$ cat src/lcas_pkg.sv
// lcas_pkg: shared constants, field layouts and types for the alarm block
package lcas_pkg;

    // channel count and register-port geometry
    localparam int unsigned NUM_CHANNELS = 12;
    localparam int unsigned ADDR_WIDTH   = 8;
    localparam int unsigned DATA_WIDTH   = 8;

    // register offsets inside one channel page (low address nibble)
    localparam logic [3:0] REG_ALARM_STATUS     = 4'h3;
    localparam logic [3:0] REG_TRANSMIT_CONTROL = 4'h4;

    // channel_alarm_status field positions
    localparam int unsigned AS_DMO_BIT        = 0;
    localparam int unsigned AS_LOS_BIT        = 1;
    localparam int unsigned AS_LOL_BIT        = 2;
    localparam int unsigned AS_ANALOG_LOS_BIT = 4;

    // transmit_control field positions, writable mask and reset value
    localparam int unsigned TC_LEVEL_BIT    = 0;
    localparam int unsigned TC_CLK_INV_BIT  = 1;
    localparam int unsigned TC_ALL_ONES_BIT = 2;
    localparam int unsigned TC_ERR_INS_BIT  = 4;
    localparam int unsigned TC_MON_SRC_BIT  = 5;
    localparam logic [7:0]  TC_WRITE_MASK   = 8'h37;
    localparam logic [7:0]  TC_RESET        = 8'h00;

    // drive monitor: bit periods without a pulse before the alarm
    localparam int unsigned DMO_IDLE_BITS = 128;

    // loss of lock: deviation in ppm, window of reference edges
    localparam int unsigned LOL_PPM    = 5000;
    localparam int unsigned LOL_WINDOW = 2000;
    localparam int unsigned LOL_LIMIT  = LOL_WINDOW * LOL_PPM / 1000000;

    // live alarms of one channel
    typedef struct packed {
        logic clock_lock_lost;
        logic signal_lost;
        logic drive_monitor_alarm;
    } lcas_alarm_type;

    // page nibble to channel: pages 0-5 and 8-D; {valid, index}
    function automatic logic [4:0] lcas_decode_chan(input logic [3:0] page);
        logic [4:0] res;
        res = 5'h00;
        if (page <= 4'h5)
            res = {1'b1, page};
        else if (page >= 4'h8 && page <= 4'hD)
            res = {1'b1, page - 4'h2};
        return res;
    endfunction

    // assemble the status byte; unlisted bits read as zero
    function automatic logic [7:0] lcas_status_word(
        input lcas_alarm_type al,
        input logic           analog_los
    );
        logic [7:0] w;
        w = 8'h00;
        w[AS_DMO_BIT]        = al.drive_monitor_alarm;
        w[AS_LOS_BIT]        = al.signal_lost;
        w[AS_LOL_BIT]        = al.clock_lock_lost;
        w[AS_ANALOG_LOS_BIT] = analog_los;
        return w;
    endfunction

endpackage

$ cat src/lcas_lock_detect.sv
// lcas_lock_detect: recovered versus reference clock frequency comparator
module lcas_lock_detect #(
    parameter int unsigned WINDOW = lcas_pkg::LOL_WINDOW,
    parameter int unsigned LIMIT  = lcas_pkg::LOL_LIMIT
) (
    input  wire logic clk_i,
    input  wire logic rst_i,
    input  wire logic rec_clk_i,
    input  wire logic ref_clk_i,
    output logic      lock_lost_o
);
    logic        rec_prev_reg;
    logic        ref_prev_reg;
    logic [15:0] ref_cnt_reg;
    logic [15:0] rec_cnt_reg;
    logic        lost_reg;

    // edge detection on the sampled clock levels
    wire logic        rec_rise   = rec_clk_i & ~rec_prev_reg;
    wire logic        ref_rise   = ref_clk_i & ~ref_prev_reg;
    wire logic        window_end = ref_rise &&
                                   (ref_cnt_reg == 16'(WINDOW - 1));
    wire logic [15:0] rec_total  = rec_cnt_reg + 16'(rec_rise);
    wire logic [15:0] diff       = (rec_total >= 16'(WINDOW)) ?
                                   rec_total - 16'(WINDOW) :
                                   16'(WINDOW) - rec_total;
    wire logic        big_diff   = diff >= 16'(LIMIT);

    // verdict only at window end, so a slow drift cannot flicker the flag
    always_ff @(posedge clk_i or posedge rst_i)
    begin
        if (rst_i)
        begin
            rec_prev_reg <= 1'b0;
            ref_prev_reg <= 1'b0;
            ref_cnt_reg  <= 16'h0000;
            rec_cnt_reg  <= 16'h0000;
            lost_reg     <= 1'b0;
        end
        else
        begin
            rec_prev_reg <= rec_clk_i;
            ref_prev_reg <= ref_clk_i;
            if (window_end)
            begin
                ref_cnt_reg <= 16'h0000;
                rec_cnt_reg <= 16'h0000;
                lost_reg    <= big_diff;
            end
            else
            begin
                ref_cnt_reg <= ref_cnt_reg + 16'(ref_rise);
                rec_cnt_reg <= rec_total;
            end
        end
    end

    assign lock_lost_o = lost_reg;
endmodule

$ cat src/lcas_drive_monitor.sv
// lcas_drive_monitor: transmit line activity watchdog for one channel
module lcas_drive_monitor #(
    parameter int unsigned IDLE_BITS = lcas_pkg::DMO_IDLE_BITS
) (
    input  wire logic clk_i,
    input  wire logic rst_i,
    input  wire logic bit_tick_i,
    input  wire logic src_internal_i,
    input  wire logic tx_line_pos_i,
    input  wire logic tx_line_neg_i,
    input  wire logic monitor_in_pos_i,
    input  wire logic monitor_in_neg_i,
    output logic      alarm_o
);
    logic [15:0] idle_cnt_reg;
    logic        alarm_reg;

    // sense point: pads when internal, monitor pins when external
    wire logic sense_pos = src_internal_i ? tx_line_pos_i
                                          : monitor_in_pos_i;
    wire logic sense_neg = src_internal_i ? tx_line_neg_i
                                          : monitor_in_neg_i;
    wire logic pulse     = sense_pos | sense_neg;
    wire logic last_idle = idle_cnt_reg == 16'(IDLE_BITS - 1);

    // count quiet bit periods; a pulse sensed at a bit tick restarts the count
    always_ff @(posedge clk_i or posedge rst_i)
    begin
        if (rst_i)
        begin
            idle_cnt_reg <= 16'h0000;
            alarm_reg    <= 1'b0;
        end
        else if (bit_tick_i)
        begin
            if (pulse)
            begin
                idle_cnt_reg <= 16'h0000;
                alarm_reg    <= 1'b0;
            end
            else if (last_idle)
                alarm_reg    <= 1'b1;
            else
                idle_cnt_reg <= idle_cnt_reg + 16'h0001;
        end
    end

    assign alarm_o = alarm_reg;
endmodule

$ cat src/lcas_alarm_top.sv
// lcas_alarm_top: per-channel alarm status and transmit control registers
//
// Contract
// - loss of lock at 0.5% clock deviation
// - status bit 2 shows loss of lock
// - DS3/STS-1: signal lost if digital or analog
// - E3: signal lost from G.775 detector
// - status bit 1 shows signal lost
// - drive alarm after 128 quiet bit periods
// - drive alarm clears on bipolar activity
// - drive sensing internal pads or monitor pins
// - status bit 0 shows drive alarm
// - transmit control fields per channel, reserved zero
// - source bit: 0 external, 1 internal
// - error bit rising edge injects one error
module lcas_alarm_top #(
    parameter int unsigned CHANNELS      = lcas_pkg::NUM_CHANNELS,
    parameter int unsigned LOL_WINDOW    = lcas_pkg::LOL_WINDOW,
    parameter int unsigned LOL_LIMIT     = lcas_pkg::LOL_LIMIT,
    parameter int unsigned DMO_IDLE_BITS = lcas_pkg::DMO_IDLE_BITS
) (
    input  wire logic                 SYS_CLK_I,
    input  wire logic                 SYS_RST_I,
    input  wire logic [7:0]           ADDR_I,
    input  wire logic [7:0]           WR_DATA_I,
    input  wire logic                 WR_I,
    input  wire logic                 RD_I,
    output logic      [7:0]           RD_DATA_O,
    input  wire logic [CHANNELS-1:0]  REC_CLK_I,
    input  wire logic [CHANNELS-1:0]  REF_CLK_I,
    input  wire logic [CHANNELS-1:0]  E3_MODE_I,
    input  wire logic [CHANNELS-1:0]  DIGITAL_LOS_I,
    input  wire logic [CHANNELS-1:0]  ANALOG_LOS_I,
    input  wire logic [CHANNELS-1:0]  G775_LOS_I,
    input  wire logic [CHANNELS-1:0]  TX_BIT_TICK_I,
    input  wire logic [CHANNELS-1:0]  TX_LINE_POS_I,
    input  wire logic [CHANNELS-1:0]  TX_LINE_NEG_I,
    input  wire logic [CHANNELS-1:0]  MONITOR_IN_POS_I,
    input  wire logic [CHANNELS-1:0]  MONITOR_IN_NEG_I,
    output logic      [CHANNELS-1:0]  TX_ALL_ONES_O,
    output logic      [CHANNELS-1:0]  TX_CLOCK_INVERT_O,
    output logic      [CHANNELS-1:0]  TX_LEVEL_SELECT_O,
    output logic      [CHANNELS-1:0]  ERR_INSERT_O
);
    logic [7:0]             tc_reg [CHANNELS];
    logic [CHANNELS-1:0]    los_reg;
    logic [CHANNELS-1:0]    err_reg;
    logic [7:0]             rd_data_reg;
    logic [CHANNELS-1:0]    clock_lock_lost;
    logic [CHANNELS-1:0]    drive_monitor_alarm;
    logic [CHANNELS-1:0]    wr_sel;
    logic [7:0]             status_word [CHANNELS];
    lcas_pkg::lcas_alarm_type alarm [CHANNELS];

    // address decode: high nibble picks the channel page, low the register
    wire logic [4:0] dec        = lcas_pkg::lcas_decode_chan(ADDR_I[7:4]);
    wire logic       chan_ok    = dec[4] && (32'(dec[3:0]) < CHANNELS);
    wire logic [3:0] chan_idx   = dec[3:0];
    wire logic       hit_status = chan_ok &&
                                  ADDR_I[3:0] == lcas_pkg::REG_ALARM_STATUS;
    wire logic       hit_tc     = chan_ok &&
                                  ADDR_I[3:0] == lcas_pkg::REG_TRANSMIT_CONTROL;
    wire logic       wr_tc      = WR_I && hit_tc;

    // read selection; unmapped addresses return zero
    wire logic [7:0] rd_value = hit_status ? status_word[chan_idx] :
                                hit_tc     ? tc_reg[chan_idx]      :
                                             8'h00;

    // read port: a read only samples, it clears nothing
    always_ff @(posedge SYS_CLK_I or posedge SYS_RST_I)
    begin
        if (SYS_RST_I)
            rd_data_reg <= 8'h00;
        else if (RD_I)
            rd_data_reg <= rd_value;
    end

    assign RD_DATA_O = rd_data_reg;

    genvar c;
    generate
        for (c = 0; c < CHANNELS; c++)
        begin : g_chan
            wire logic [7:0] tc_write = WR_DATA_I & lcas_pkg::TC_WRITE_MASK;
            wire logic       err_bit  = WR_DATA_I[lcas_pkg::TC_ERR_INS_BIT];
            wire logic       err_old  = tc_reg[c][lcas_pkg::TC_ERR_INS_BIT];
            // monitor source: 1 senses the pads, 0 the monitor pins
            wire logic       mon_int  =
                tc_reg[c][lcas_pkg::TC_MON_SRC_BIT];
            // signal-loss combination depends on the line standard
            wire logic       los_next = E3_MODE_I[c] ? G775_LOS_I[c]
                                        : (DIGITAL_LOS_I[c] |
                                           ANALOG_LOS_I[c]);

            assign wr_sel[c] = wr_tc && chan_idx == 4'(c);

            // control register; reserved bits are masked so they read zero
            always_ff @(posedge SYS_CLK_I or posedge SYS_RST_I)
            begin
                if (SYS_RST_I)
                    tc_reg[c] <= lcas_pkg::TC_RESET;
                else if (wr_sel[c])
                    tc_reg[c] <= tc_write;
            end

            // error pulse only on a 0-to-1 write; rewriting 1 does nothing
            always_ff @(posedge SYS_CLK_I or posedge SYS_RST_I)
            begin
                if (SYS_RST_I)
                    err_reg[c] <= 1'b0;
                else
                    err_reg[c] <= wr_sel[c] && err_bit && !err_old;
            end

            // registered so the status byte never sees a glitching OR
            always_ff @(posedge SYS_CLK_I or posedge SYS_RST_I)
            begin
                if (SYS_RST_I)
                    los_reg[c] <= 1'b0;
                else
                    los_reg[c] <= los_next;
            end

            lcas_lock_detect #(
                .WINDOW (LOL_WINDOW),
                .LIMIT  (LOL_LIMIT)
            ) u_lock (
                .clk_i       (SYS_CLK_I),
                .rst_i       (SYS_RST_I),
                .rec_clk_i   (REC_CLK_I[c]),
                .ref_clk_i   (REF_CLK_I[c]),
                .lock_lost_o (clock_lock_lost[c])
            );

            // source select: 1 internal pads, 0 external monitor pins
            lcas_drive_monitor #(
                .IDLE_BITS (DMO_IDLE_BITS)
            ) u_dmon (
                .clk_i            (SYS_CLK_I),
                .rst_i            (SYS_RST_I),
                .bit_tick_i       (TX_BIT_TICK_I[c]),
                .src_internal_i   (mon_int),
                .tx_line_pos_i    (TX_LINE_POS_I[c]),
                .tx_line_neg_i    (TX_LINE_NEG_I[c]),
                .monitor_in_pos_i (MONITOR_IN_POS_I[c]),
                .monitor_in_neg_i (MONITOR_IN_NEG_I[c]),
                .alarm_o          (drive_monitor_alarm[c])
            );

            // status byte built from the live alarm state
            assign alarm[c].clock_lock_lost = clock_lock_lost[c];
            assign alarm[c].signal_lost = los_reg[c];
            assign alarm[c].drive_monitor_alarm = drive_monitor_alarm[c];
            assign status_word[c] = lcas_pkg::lcas_status_word(alarm[c],
                                        ANALOG_LOS_I[c]);

            assign TX_ALL_ONES_O[c]     = tc_reg[c][lcas_pkg::TC_ALL_ONES_BIT];
            assign TX_CLOCK_INVERT_O[c] = tc_reg[c][lcas_pkg::TC_CLK_INV_BIT];
            assign TX_LEVEL_SELECT_O[c] = tc_reg[c][lcas_pkg::TC_LEVEL_BIT];
            assign ERR_INSERT_O[c]      = err_reg[c];

        end
    endgenerate
endmodule

$ cat config.mk
export PLATFORM = sky130hd
export DESIGN_NAME = lcas_alarm_top
export DESIGN_NICKNAME = d
export VERILOG_FILES = /design/src/lcas_pkg.sv /design/src/lcas_lock_detect.sv /design/src/lcas_drive_monitor.sv /design/src/lcas_alarm_top.sv
export SDC_FILE = /design/constraint.sdc
export NUM_CORES = 2
export LEC_CHECK = 0
export BUFFER_PORTS_ARGS = -buffer_cell sky130_fd_sc_hd__buf_2
export CELL_PAD_IN_SITES_DETAIL_PLACEMENT = 1
export CELL_PAD_IN_SITES_GLOBAL_PLACEMENT = 2
export CORE_ASPECT_RATIO = 1.2
export CORE_MARGIN = 5
export CORE_UTILIZATION = 40
export DETAILED_ROUTE_END_ITERATION = 7
export GPL_TIMING_DRIVEN = 1
export PLACE_DENSITY = 0.83
export SYNTH_ARGS = -nofsm -noshare
export SYNTH_HDL_FRONTEND = slang
export SYNTH_SLANG_ARGS = --single-unit
$ cat constraint.sdc
create_clock -name SYS_CLK_I -period 63.7 [get_ports SYS_CLK_I]
set_clock_uncertainty 0.05 [all_clocks]
set_input_delay 6.37 -clock SYS_CLK_I [delete_from_list [all_inputs] [get_ports SYS_CLK_I]]
set_output_delay 6.37 -clock SYS_CLK_I [all_outputs]
set_load 0.02 [all_outputs]
==> flow_summary_export.csv <==
group,metric,value,unit
placed_design,hpwl,79.2,mm
clock_tree,cts_sinks,713,
logic_synthesis,ys.flop_type,"dfrtp_1",
routing,routed_via_density,5.48,
worst_setup_path,worstSetupPathType,"input pin to flip-flop",
timing,slew_headroom,21.8,%
outcome,status,"finished, final reports clean",
logic_synthesis,yosysWarningCount,0,
logic_synthesis,ys_types,99,
clock_tree,postCtsHoldBufs,0,
logic_synthesis,yosysTopAreaCellShare,43.5,%
floorplan,initial_core_util,40.3,%
timing,fin_tns_setup,0,ns
timing,period_minus_slack,10.39,ns
logic_synthesis,postSynthCellCount,4505,
routing,firstDrtPassIters,5,
cells_and_area,syn_to_final_growth,13.2,%
timing,fmax,0.0962,GHz
logic_synthesis,yosysSeqAreaShare,43.5,%
worst_hold_path,hp-class,"flip-flop to flip-flop",
routing,routed_wl,109,mm
clock_tree,clk_pin_slew_worst_paths,0.06,ns
global_routing,antenna_found_initial,9,
floorplan,die_h,361,µm
placed_design,portBuffers,201,
logic_synthesis,synth_edf_count,0,
floorplan,die_area,0.109,mm²
floorplan,core,0.102,mm²
worst_hold_path,hold_depth,1,
worst_setup_path,crit_path_start,"REC_CLK_I[7]",
worst_setup_path,critPathMaxFanout,12,
logic_synthesis,synthTopCellsByCount,"nor2_1 (726), dfrtp_1 (713), xor2_1 (352), nand2_1 (339), nand3_1 (247)",
cells_and_area,fin_nets,4957,
routing,num_vias,33500,
floorplan,die_w,302,µm
timing,final_max_slew_viol_count,0,
global_routing,grt_first_pass_wirelength,182,mm
routing,ant_nets,0,
global_routing,grt_max_degree,144,
timing,tightest_slew,1.16,ns
global_routing,grt_pass1_vias,35400,
floorplan,top_level_ports,208,
logic_synthesis,syn_area,0.0410,mm²
timing,rsz0062_at_grt,"no",
clock_tree,cts_setup_buffers,0,
logic_synthesis,yosysTopAreaCell,"dfrtp_1",
worst_setup_path,reg2reg_from,"g_chan[7].u_lock.rec_prev_reg$_DFF_PP0_",
global_routing,gr-usage-all-layers,19.7,%
logic_synthesis,synth-seq-cells,713,
timing,setup_viol,0,
power,max-vdd-ir-drop,0.0181,mV
routing,drt_iter0_drc,1555,
clock_tree,root_buffer,"clkbuf_16",
clock_tree,clk_path_buf_depth,3,
worst_setup_path,cp_data_arrival_time,10.83,ns
logic_synthesis,syn_avg_cell_area,9.11,µm²
routing,drt_drc_violations_left,0,
timing,hold_viol,0,
timing,holdWs,0.418,ns
worst_setup_path,critPathCaptureType,"flip-flop",
power,p_leak,20.7,nW
global_routing,gr-total-overflow,0,
power,power_density,30.5,mW/mm²
clock_tree,clkLatencyLatePin,0.65,ns
cells_and_area,drive_gt1_share,10.7,%
worst_setup_path,critPathLaunchType,"input pin",
clock_tree,cts_tree,"built",
cells_and_area,fillers,11800,
floorplan,num_rows,128,
run,maxCapViolCount,0,
clock_tree,cts-buffers-inserted,84,
placed_design,place.gp.congestion,0.844,
worst_hold_path,worstHoldStart,"g_chan[2].u_lock.ref_cnt_reg[15]$_DFF_PP0_",
worst_setup_path,r2r_cells,13,
clock_tree,cts-resized-gates,0,
routing,avgRoutedWirePerCell,17.9,µm
timing,period_share,16.3,%
clock_tree,htree_levels,3,
logic_synthesis,synth.area.top_cells,"dfrtp_1 (43%), xor2_1 (7.5%), nor2_1 (6.6%)",
logic_synthesis,synth-async-reset-ratio,100,%
worst_setup_path,required,64.14,ns
logic_synthesis,yosysMostFrequentCell,"nor2_1",
[area by class of cell]
cell class                      count  area, µm²  share of cell area [%]
Sequential cell                   713      17800                    38.4
Antenna cell                        3       7.51                  0.0162
Clock buffer                      116       2450                    5.28
Inverter                          121        462                   0.994
Multi-Input combinational cell   3533      22200                    47.9
Timing Repair Buffer              231       1240                    2.68
Clock inverter                     40        490                    1.06
Tap cell                         1365       1710                    3.68
[placed cells by master, fill, tap and decap left out, types with 17 or more instances in the layout]
master,Yosys,routed
nor2_1,726,723
dfrtp_1,713,713
xor2_1,352,352
nand2_1,339,339
nand3_1,247,247
xnor2_1,220,220
buf_2,14,201
nor3_1,156,154
a21oi_1,147,146
o21ai_0,145,144
nand4_1,136,136
ha_1,121,121
inv_1,121,120
nor2b_1,93,93
clkbuf_16,0,84
and3_1,73,73
mux2_2,64,64
or3_1,54,54
and2_1,52,52
nor4_1,55,45
a31oi_1,38,38
o22ai_1,31,31
and4_1,30,30
buf_4,8,29
a22oi_1,28,28
mux2i_1,27,27
nand2b_1,26,26
or4_1,24,24
clkbuf_8,0,23
and3b_1,19,19
nand3b_1,18,18
a22o_1,18,18
clkinv_2,0,17
[routing by layer]
metal	up-vias	track usage, %	share of wire (%)
li1	16200	-	-
met1	16800	25.2	45
met2	419	35.3	49
met3	135	3.29	4.4
met4	2	4.11	1.8
met5	-	0	0.012
[critical path, stage by stage]
cell	delay, ns
buf_2	0.08
nor2b_1	0.18
ha_1	0.41
ha_1	0.51
nand4_1	0.25
nor3_1	0.23
xor2_1	0.52
nand3_1	0.32
o211ai_2	0.54
mux2i_1	0.36
xor2_1	0.19
a2bb2oi_1	0.08
a2111oi_0	0.62
a21oi_1	0.15
[stage by stage]
step	area, µm²	cells	setup WS [ns]	utilization (%)	power (W)
floorplan	41000	4507	37.28	-	0.000820
global placement	43500	5963	52.75	42.8	0.000901
detailed placement	43500	5963	52.65	42.8	0.000915
CTS	46400	6119	53.29	45.7	0.00144
global route	46400	6119	53.00	45.7	0.00151
finish	46500	6122	53.31	45.7	0.00142
[power breakdown]
group / switching (W) / internal, W / leakage (nW)
clock: 0.000208 / 0.000304 / 1.45
combinational: 0.000210 / 0.000135 / 9.66
sequential: 0.0000594 / 0.000502 / 9.54
[final timing paths]
check                                                              to  slack (ns)
setup / recovery             g_chan[7].u_lock.lock_lost_o$_DFFE_PP0P_       53.31
hold / removal             g_chan[2].u_lock.ref_cnt_reg[15]$_DFF_PP0_        0.42
setup reg to reg             g_chan[7].u_lock.lock_lost_o$_DFFE_PP0P_       58.78
hold reg to reg            g_chan[2].u_lock.ref_cnt_reg[15]$_DFF_PP0_        0.42
max in group asynchronous   g_chan[1].u_lock.ref_cnt_reg[2]$_DFF_PP0_       55.50
min in group asynchronous  g_chan[9].u_lock.ref_cnt_reg[10]$_DFF_PP0_        5.80
[cell families (layout without fill, tap and decap cells)]
logic type / Yosys count / count (layout) / share of synthesized area (%)
buffers and inverters: 261 / 508 / 2.52
other: 1 / 6 / 0.00914
DFF: 713 / 713 / 43.5
and+or+nand+nor: 2136 / 2136 / 25.8
muxes: 91 / 91 / 2.41
xor gates and xnor gates: 572 / 572 / 12.2
adders and majority gates: 123 / 123 / 3.74
AOI/OAI and AO/OA: 608 / 608 / 9.78
Note: power is estimated with default switching activity, not from simulation.
